--- config.mk ---
export PLATFORM = sky130hd
export DESIGN_NAME = fskr_osc_reload
export DESIGN_NICKNAME = d
export VERILOG_FILES = /design/src/hdl/fskr_pkg.sv /design/src/hdl/fskr_osc_reload.sv
export VERILOG_INCLUDE_DIRS = /design/src /design/src/hdl
export SDC_FILE = /design/constraint.sdc
export NUM_CORES = 1
export LEC_CHECK = 0
export BUFFER_PORTS_ARGS = -buffer_cell sky130_fd_sc_hd__buf_4
export CAP_MARGIN = 0
export CORE_MARGIN = 3
export CORE_UTILIZATION = 38
export DETAILED_ROUTE_END_ITERATION = 10
export HOLD_SLACK_MARGIN = 0.03
export SKIP_LAST_GASP = 1
export SYNTH_ARGS = -nofsm -noshare
export SYNTH_HDL_FRONTEND = slang
export SYNTH_SLANG_ARGS = --single-unit
--- constraint.sdc ---
create_clock -name clk_sys -period 2.37 [get_ports clk_sys]
set_input_delay 0.474 -clock clk_sys [delete_from_list [all_inputs] [get_ports clk_sys]]
set_output_delay 0.474 -clock clk_sys [all_outputs]
set_load 0.005 [all_outputs]
--- src/hdl/fskr_regs.svh ---
// Purpose: Register indices, bit positions and reset values of the FSK reload block
// Assumes: Byte address of a register is four times its index
// Notes:   Coefficient registers are 16 bits wide and sit in the low half of the word
`ifndef FSKR_REGS_SVH
`define FSKR_REGS_SVH

// Register indices (byte address = index * 4)
`define FSKR_IDX_SPACE_AMP      10'h063
`define FSKR_IDX_SPACE_FREQ     10'h064
`define FSKR_IDX_MARK_AMP       10'h065
`define FSKR_IDX_MARK_FREQ      10'h066
`define FSKR_IDX_S2M_GAIN       10'h067
`define FSKR_IDX_M2S_GAIN       10'h068
`define FSKR_IDX_OSC_CTRL       10'h020
`define FSKR_IDX_FSK_CTRL       10'h06c
`define FSKR_IDX_FREQUENCY_COEFF_A_AMP       10'h070
`define FSKR_IDX_FREQUENCY_COEFF_A_FREQ      10'h071
`define FSKR_IDX_STATUS         10'h072

// Control bit positions
`define FSKR_BIT_RELOAD_EN      6
`define FSKR_BIT_FSK_EN         6

// Status bit positions
`define FSKR_BIT_ST_ACTIVE      0
`define FSKR_BIT_ST_LASTSYM     1
`define FSKR_BIT_ST_SYMVALID    2

// Reset values
`define FSKR_RST_COEFF          16'h0000
`define FSKR_RST_WORD           32'h0000_0000

`endif

--- src/hdl/fskr_pkg.sv ---
// Purpose: Types shared by the FSK reload block
// Assumes: Coefficients are 16-bit twos-complement words
// Notes:   Load bundle goes to the oscillator-one core
package fskr_pkg;

  // Coefficient set handed to oscillator one on each timer expiry
  typedef struct packed {
    logic [15:0] amp;        // Amplitude coefficient
    logic [15:0] freq;       // Frequency coefficient
    logic [15:0] gain;       // Transition gain correction factor
    logic        gainValid;  // Gain factor applies to this load
    logic        symbol;     // Symbol being sent, 1 = mark
    logic        enhanced;   // Load came from the FSK coefficient set
  } fskr_load_t;

  // AHB-Lite address phase captured for the data phase
  typedef struct packed {
    logic       write;       // Data phase is a write
    logic [9:0] index;       // Word index of the access
  } fskr_ahb_t;

endpackage

--- src/hdl/fskr_osc_reload.sv ---
// Purpose: Enhanced FSK reload control for oscillator one, with AHB-Lite registers
// Assumes: Timer expiry is a one-cycle pulse; symbol input is valid with it
// Notes:   Zero-wait-state slave; unmapped reads return zero, unmapped writes are dropped
//          Gain factor is only passed out; the oscillator core applies it
//
// Notes on behaviour
// - Enhanced mode only while both fsk and reload enable bits read one.
// - Space symbol at timer expiry loads the space amplitude coefficient.
// - Space symbol at timer expiry loads the space frequency coefficient.
// - Mark symbol at timer expiry loads the mark amplitude coefficient.
// - Mark symbol at timer expiry loads the mark frequency coefficient.
// - Space-to-mark change applies the space-to-mark gain correction factor.
// - Mark-to-space change applies the mark-to-space gain correction factor.
`timescale 1ns/10ps

module fskr_osc_reload
  import fskr_pkg::*;
(
  input  wire logic        clk_sys,        // System clock, 20 MHz
  input  wire logic        rstn,           // Synchronous reset, active low
  input  wire logic        hsel,           // AHB slave select
  input  wire logic [31:0] haddr,          // AHB address
  input  wire logic [1:0]  htrans,         // AHB transfer type
  input  wire logic        hwrite,         // AHB write flag
  input  wire logic [2:0]  hsize,          // AHB transfer size
  input  wire logic [31:0] hwdata,         // AHB write data
  input  wire logic        hready,         // AHB bus ready
  output logic      [31:0] hrdata,         // AHB read data
  output logic             hreadyout,      // AHB slave ready
  output logic             hresp,          // AHB response, always OKAY
  input  wire logic        osc1TimerExpire,// Oscillator-one active timer expiry pulse
  input  wire logic        fskSymbol,      // Symbol to send next, 1 = mark
  output logic             osc1Load,       // Pulse: new coefficients valid
  output fskr_load_t       osc1LoadData    // Coefficients for oscillator one
);

`include "fskr_regs.svh"

  // Register state
  logic [15:0] spaceAmp_q;
  logic [15:0] spaceFreq_q;
  logic [15:0] markAmp_q;
  logic [15:0] markFreq_q;
  logic [15:0] s2mGain_q;
  logic [15:0] m2sGain_q;
  logic [15:0] osc1Amp_q;
  logic [15:0] osc1Freq_q;
  logic        fskEnable_q;
  logic        reloadEnable_q;
  logic        lastSym_q;
  logic        symValid_q;
  logic        active_q;
  fskr_ahb_t   dphase_q;
  logic        dphaseValid_q;
  logic [31:0] hrdata_q;
  logic        hreadyout_q;
  logic        hresp_q;
  logic        osc1Load_q;
  fskr_load_t  loadData_q;

  // Address phase decode
  // Addresses above the 4 KB window are unmapped, so aliases never hit a register
  wire         addrTake  = hsel & htrans[1] & hready;
  wire  [9:0]  addrIndex = haddr[11:2];
  wire         addrHigh  = |haddr[31:12];
  fskr_ahb_t   aphase_d;
  assign aphase_d.write = hwrite;
  assign aphase_d.index = addrIndex;

  // Data phase write strobes
  wire         wrGo      = dphaseValid_q & dphase_q.write;
  wire  [9:0]  wrIdx     = dphase_q.index;
  wire         wrSpAmp   = wrGo & (wrIdx == `FSKR_IDX_SPACE_AMP);
  wire         wrSpFreq  = wrGo & (wrIdx == `FSKR_IDX_SPACE_FREQ);
  wire         wrMkAmp   = wrGo & (wrIdx == `FSKR_IDX_MARK_AMP);
  wire         wrMkFreq  = wrGo & (wrIdx == `FSKR_IDX_MARK_FREQ);
  wire         wrS2m     = wrGo & (wrIdx == `FSKR_IDX_S2M_GAIN);
  wire         wrM2s     = wrGo & (wrIdx == `FSKR_IDX_M2S_GAIN);
  wire         wrOscCtl  = wrGo & (wrIdx == `FSKR_IDX_OSC_CTRL);
  wire         wrFskCtl  = wrGo & (wrIdx == `FSKR_IDX_FSK_CTRL);
  wire         wrO1Amp   = wrGo & (wrIdx == `FSKR_IDX_FREQUENCY_COEFF_A_AMP);
  wire         wrO1Freq  = wrGo & (wrIdx == `FSKR_IDX_FREQUENCY_COEFF_A_FREQ);

  // Next values of the software registers
  wire  [15:0] spaceAmp_d   = wrSpAmp  ? hwdata[15:0] : spaceAmp_q;
  wire  [15:0] spaceFreq_d  = wrSpFreq ? hwdata[15:0] : spaceFreq_q;
  wire  [15:0] markAmp_d    = wrMkAmp  ? hwdata[15:0] : markAmp_q;
  wire  [15:0] markFreq_d   = wrMkFreq ? hwdata[15:0] : markFreq_q;
  wire  [15:0] s2mGain_d    = wrS2m    ? hwdata[15:0] : s2mGain_q;
  wire  [15:0] m2sGain_d    = wrM2s    ? hwdata[15:0] : m2sGain_q;
  wire  [15:0] osc1Amp_d    = wrO1Amp  ? hwdata[15:0] : osc1Amp_q;
  wire  [15:0] osc1Freq_d   = wrO1Freq ? hwdata[15:0] : osc1Freq_q;
  wire         reloadEn_d   = wrOscCtl ? hwdata[`FSKR_BIT_RELOAD_EN] : reloadEnable_q;
  wire         fsk_enhanced_enable_d      = wrFskCtl ? hwdata[`FSKR_BIT_FSK_EN] : fskEnable_q;

  // Enhanced mode qualifier
  // Either bit alone leaves oscillator one on its normal reload path
  wire         enhanced     = fskEnable_q & reloadEnable_q;

  // Coefficient selection on timer expiry
  wire  [15:0] selAmp  = !enhanced ? osc1Amp_q :
                         fskSymbol ? markAmp_q  :
                                     spaceAmp_q;
  wire  [15:0] selFreq = !enhanced ? osc1Freq_q :
                         fskSymbol ? markFreq_q  :
                                     spaceFreq_q;
  // Gain stays zero unless a real symbol change happens in enhanced mode
  wire         symChange = enhanced & symValid_q & (fskSymbol != lastSym_q);
  wire  [15:0] selGain   = !symChange ? `FSKR_RST_COEFF :
                           fskSymbol  ? s2mGain_q :
                                        m2sGain_q;

  fskr_load_t  load_d;
  assign load_d.amp       = selAmp;
  assign load_d.freq      = selFreq;
  assign load_d.gain      = selGain;
  assign load_d.gainValid = symChange;
  assign load_d.symbol    = fskSymbol;
  assign load_d.enhanced  = enhanced;

  // Symbol history valid flag, cleared whenever enhanced mode is off
  // A stale history would apply a gain to the first symbol after re-entry
  wire         symValid_d = enhanced & (symValid_q | osc1TimerExpire);
  wire         lastSym_d  = (enhanced & osc1TimerExpire) ? fskSymbol : lastSym_q;

  // Read view of each writable register as it will stand after a pending write
  // Forwarding lets a read right after a write see new data without a wait state
  wire  [31:0] statusWord = {29'h0000_0000, symValid_q, lastSym_q, enhanced};
  wire  [31:0] oscCtlWord = {25'h000_0000, reloadEn_d, 6'h00};
  wire  [31:0] fskCtlWord = {25'h000_0000, fsk_enhanced_enable_d, 6'h00};
  wire  [31:0] rdMux =
      addrHigh                              ? `FSKR_RST_WORD :
      (addrIndex == `FSKR_IDX_SPACE_AMP)    ? {16'h0000, spaceAmp_d} :
      (addrIndex == `FSKR_IDX_SPACE_FREQ)   ? {16'h0000, spaceFreq_d} :
      (addrIndex == `FSKR_IDX_MARK_AMP)     ? {16'h0000, markAmp_d} :
      (addrIndex == `FSKR_IDX_MARK_FREQ)    ? {16'h0000, markFreq_d} :
      (addrIndex == `FSKR_IDX_S2M_GAIN)     ? {16'h0000, s2mGain_d} :
      (addrIndex == `FSKR_IDX_M2S_GAIN)     ? {16'h0000, m2sGain_d} :
      (addrIndex == `FSKR_IDX_OSC_CTRL)     ? oscCtlWord :
      (addrIndex == `FSKR_IDX_FSK_CTRL)     ? fskCtlWord :
      (addrIndex == `FSKR_IDX_FREQUENCY_COEFF_A_AMP)     ? {16'h0000, osc1Amp_d} :
      (addrIndex == `FSKR_IDX_FREQUENCY_COEFF_A_FREQ)    ? {16'h0000, osc1Freq_d} :
      (addrIndex == `FSKR_IDX_STATUS)       ? statusWord :
                                              `FSKR_RST_WORD;
  wire  [31:0] hrdata_d = (addrTake & !hwrite) ? rdMux : hrdata_q;

  // Bus phase tracking and read data
  // hreadyout stays low through reset so no transfer is taken early
  always_ff @(posedge clk_sys) begin
    if (!rstn) begin
      dphaseValid_q <= 1'b0;
      dphase_q      <= '0;
      hrdata_q      <= `FSKR_RST_WORD;
      hreadyout_q   <= 1'b0;
      hresp_q       <= 1'b0;
    end else begin
      dphaseValid_q <= addrTake & !addrHigh;
      dphase_q      <= aphase_d;
      hrdata_q      <= hrdata_d;
      hreadyout_q   <= 1'b1;
      hresp_q       <= 1'b0;  // Only OKAY is ever returned
    end
  end

  // Coefficient registers, loaded by software before enabling the mode
  // Contents read zero from reset until software writes them
  always_ff @(posedge clk_sys) begin
    if (!rstn) begin
      spaceAmp_q  <= `FSKR_RST_COEFF;
      spaceFreq_q <= `FSKR_RST_COEFF;
      markAmp_q   <= `FSKR_RST_COEFF;
      markFreq_q  <= `FSKR_RST_COEFF;
      s2mGain_q   <= `FSKR_RST_COEFF;
      m2sGain_q   <= `FSKR_RST_COEFF;
      osc1Amp_q   <= `FSKR_RST_COEFF;
      osc1Freq_q  <= `FSKR_RST_COEFF;
    end else begin
      spaceAmp_q  <= spaceAmp_d;
      spaceFreq_q <= spaceFreq_d;
      markAmp_q   <= markAmp_d;
      markFreq_q  <= markFreq_d;
      s2mGain_q   <= s2mGain_d;
      m2sGain_q   <= m2sGain_d;
      osc1Amp_q   <= osc1Amp_d;
      osc1Freq_q  <= osc1Freq_d;
    end
  end

  // Enable bits and symbol history
  // active_q is a delayed copy of the mode, used to see mode entry
  always_ff @(posedge clk_sys) begin
    if (!rstn) begin
      fskEnable_q    <= 1'b0;
      reloadEnable_q <= 1'b0;
      symValid_q     <= 1'b0;
      lastSym_q      <= 1'b0;
      active_q       <= 1'b0;
    end else begin
      fskEnable_q    <= fsk_enhanced_enable_d;
      reloadEnable_q <= reloadEn_d;
      symValid_q     <= symValid_d;
      lastSym_q      <= lastSym_d;
      active_q       <= enhanced;
    end
  end

  // Reload output to oscillator one
  // Load data holds between expiries so the core may sample it late
  always_ff @(posedge clk_sys) begin
    if (!rstn) begin
      osc1Load_q <= 1'b0;
      loadData_q <= '0;
    end else begin
      osc1Load_q <= osc1TimerExpire;
      if (osc1TimerExpire) begin
        loadData_q <= load_d;
      end
    end
  end

  assign hrdata       = hrdata_q;
  assign hreadyout    = hreadyout_q;
  assign hresp        = hresp_q;
  assign osc1Load     = osc1Load_q;
  assign osc1LoadData = loadData_q;
endmodule

==> out/results.tsv <==
stage	metric	value	unit
grt	global-route wire length before repair	51.0	mm
synth	Seq/Total Area, Yosys	42.8	%
pwr	leakage	0.00596	uW
clock_network	Clock Tree Root	clkbuf_16	
grt	total track usage	22.6	%
critical_path	Critical Path AT	2.95	ns
clock_network	CTS Hold Bufs	0	
clock_network	clk buf depth	3	
die	initial core utilization	39.1	%
detailed_routing	Post-Route WL	33.6	mm
detailed_routing	DRC viols	0	
grt	largest net degree at the start of global routing	179	
synth	number of flops mapped to enable cells by yosys	0	
critical_path	R2R cell count	8	
placement	gpl congestion	0.934	
clock_network	Clk Latency, worst-skew pair	0.52	ns
critical_path	R2R setup slack	-0.19	ns
timing	Worst-Margin Slew	0.946	ns
layout	nets@finish	1422	
timing	relative slew slack	36.9	%
detailed_routing	via count	9217	
timing	setup TNS	-1.81	ns
layout	Filler Cell Count	2341	
critical_path	Crit Path Category	register to register	
detailed_routing	Detail Route Antenna Nets	0	
grt	vias in the first global route	8875	
critical_path	reg2reg start	wrIdx[9]$_SDFF_PN0_	
critical_path	Worst setup EP type	register	
run	Max-Cap Viols	0	
synth	post-synth top area share	42.8	%
critical_path	CP endpoint	hrdata[12]$_SDFFE_PN0P_	
timing	fin crit share	108	%
synth	top cells by count, synth	nor2_1 (244), dfxtp_1 (213), mux2i_1 (184)	
synth	library cells used by synthesis	72	
critical_path	CP Launch Point	wrIdx[9]$_SDFF_PN0_	
timing	WHS	0.190	ns
pwr	pwr dens	575	nW/um2
die	Die W	168	um
detailed_routing	DR iter-0 viols	804	
clock_network	CTS tree	built	
critical_path	startpoint types	register	
clock_network	CTS Sinks	213	
synth	Syn Area/Cell	8.78	um2
timing	Max Slew Vio Count	0	
layout	share of layout cells above drive strength 1	29.6	%
clock_network	clock buffer count from CTS	24	
die	# IOs	162	
timing	Fmax	0.391	GHz
critical_path	R2R Path End	hrdata[12]$_SDFFE_PN0P_	
synth	top_reg_cell synth	dfxtp_1	
timing	unrepaired setup endpoints after global routing	true	
detailed_routing	Pre-antenna DRT Iters	5	
synth	number of synthesis warnings	0	
outcome	failing checks	negative setup slack	
die	Rows	58	
outcome	status	finished with violations	
pwr	Final Power	7710	uW
layout	Syn-to-layout area delta	34.8	%
synth	Synth area leaders	dfxtp_1 (43%), mux2i_1 (19%), nor2_1 (9.2%), a21oi_1 (4.3%), clkbuf_1 (2.5%)	
min_path	worst hold path class	input port to register	
timing	fin crit period	2.56	ns
synth	most frequent cell after synthesis	nor2_1	
pwr	peak supply drop	0.000506	V
placement	Detail Placement HPWL	23.0	mm
critical_path	Critical Path RT	2.76	ns
synth	ys async rst share	0	%
die	die height	168	um
layout	antenna cells	0	
timing	final worst slack	-0.188	ns
synth	flops & latches, synth	213	
die	Die ar.	28200	um2
detailed_routing	DR WL/cell	19.8	um
synth	post-synthesis cell count	1133	
synth	area leader, netlist	dfxtp_1	
placement	Port Buffers	122	
synth	mapped cell area	9950	um2
timing	clk_skew	0.0125	ns
detailed_routing	Via-to-Cell Ratio	5.44	
timing	final hold viol count	0	
timing	setup violators final	18	
clock_network	Clk pin slew, worst setup/hold paths	0.06	ns
critical_path	Crit Path Max Fanout	6	
grt	Congestion Overflow GR	0	
die	core area	25500	um2
clock_network	CTS H-Tree Depth	1	
grt	initial antenna violation count	1	
-- cells by family after synthesis --
kind of cell	count (synthesis)	share of synthesized area, %
and+or+nand+nor	429	20.6
xor gates and xnor gates	2	0.176
AOI/OAI and AO/OA	179	11.2
other	1	0.0377
DFF	213	42.8
buffers and inverters	115	5.48
muxes	194	19.7
-- layer usage --
| layer | wire length [um] | track usage (%) |
|---|---|---|
| met5 | 13 | 0 |
| met4 | 887 | 6.72 |
| met1 | 15600 | 33.3 |
| met3 | 2460 | 4.18 |
| met2 | 14600 | 33.7 |
-- worst min path at each step --
stage                         endpoint  cells after the start  slack, ns                    start
6_report           wrIdx[4]$_SDFF_PN0_                      2       0.19                 haddr[6]
5_1_grt        dphase_q[10]$_SDFF_PN0_                      2       0.18                   hwrite
4_1_cts            wrIdx[4]$_SDFF_PN0_                      2       0.18                 haddr[6]
3_5_place_dp   s2mGain_q[6]$_SDFF_PN0_                      2       0.46  s2mGain_q[6]$_SDFF_PN0_
2_1_floorplan  s2mGain_q[6]$_SDFF_PN0_                      2       0.44  s2mGain_q[6]$_SDFF_PN0_
3_3_place_gp   osc1Amp_q[5]$_SDFF_PN0_                      2       0.45  osc1Amp_q[5]$_SDFF_PN0_
-- metrics by stage --
stage | std cells | area [um2] | setup WS (ns) | utilization [%]
2_1_floorplan | 1149 | 10000 | 0.0279 | -
3_3_place_gp | 1622 | 11900 | -0.527 | 46.7
3_5_place_dp | 1622 | 11900 | -0.443 | 46.7
4_1_cts | 1682 | 13000 | -0.161 | 51.2
5_1_grt | 1694 | 13400 | -0.268 | 52.7
6_report | 1694 | 13400 | -0.188 | 52.7
-- critical path: stages (launching register included) --
cell,delay (ns)
dfxtp_2,0.34
or4b_4,0.52
buf_6,0.15
or4_4,0.65
buf_12,0.20
mux2i_4,0.19
o22ai_2,0.10
o21ai_1,0.17
nand3_1,0.09
-- repair_timing --
action / 4_1_cts / 5_1_grt
pin swaps: 17 / 41
gates resized for setup: 54 / 57
buffers inserted: 15 / 19
setup endpoints to repair: 21 / 24
gates cloned: 2 / 0
-- cell type report --
type	instances	area, um2	share of cell area (%)
tap	330	413	3.08
inverter	6	25.0	0.187
sequential	213	4270	31.8
timing repair buffer	279	2250	16.8
clock buffer	34	699	5.21
multi-input combinational	822	5680	42.3
clock inverter	10	81.3	0.606
-- power by group --
| group | switching (uW) | leakage (uW) | internal, uW | total (uW) |
|---|---|---|---|---|
| Sequential | 7.56 | 0.00172 | 3590 | 3600 |
| Clock | 1500 | 0.000389 | 2160 | 3660 |
| Combinational | 268 | 0.00385 | 182 | 450 |
| Total | 1770 | 0.00596 | 5940 | 7710 |
-- placed cells by master, fill, tap and decap left out, types with 5 or more instances in the layout --
master / netlist / routed
buf_4: 17 / 254
nor2_1: 244 / 243
dfxtp_1: 213 / 210
mux2i_1: 184 / 156
a21oi_1: 85 / 83
nand2_1: 45 / 45
and2_1: 30 / 29
clkbuf_16: 0 / 25
nand4_1: 23 / 23
o22ai_1: 24 / 21
nand3_1: 19 / 17
conb_1: 1 / 17
buf_6: 2 / 16
mux2i_4: 0 / 14
mux2i_2: 0 / 14
o31ai_1: 17 / 10
nor4_1: 12 / 10
o21ai_1: 7 / 9
nor3_1: 9 / 9
buf_12: 1 / 8
clkinv_2: 0 / 7
nand4b_1: 6 / 6
mux2_2: 6 / 5
nor2b_1: 5 / 5
clkbuf_1: 65 / 5
-- registers in the layout (all words and copies together) (netlist names), 10 cells and up --
register / flops
markFreq_q: 16
wrIdx: 10
osc1LoadData: 51
osc1Freq_q: 16
m2sGain_q: 16
spaceAmp_q: 16
s2mGain_q: 16
markAmp_q: 16
osc1Amp_q: 16
spaceFreq_q: 16
hrdata: 16
No activity file was read; power rests on OpenSTA's default activity.
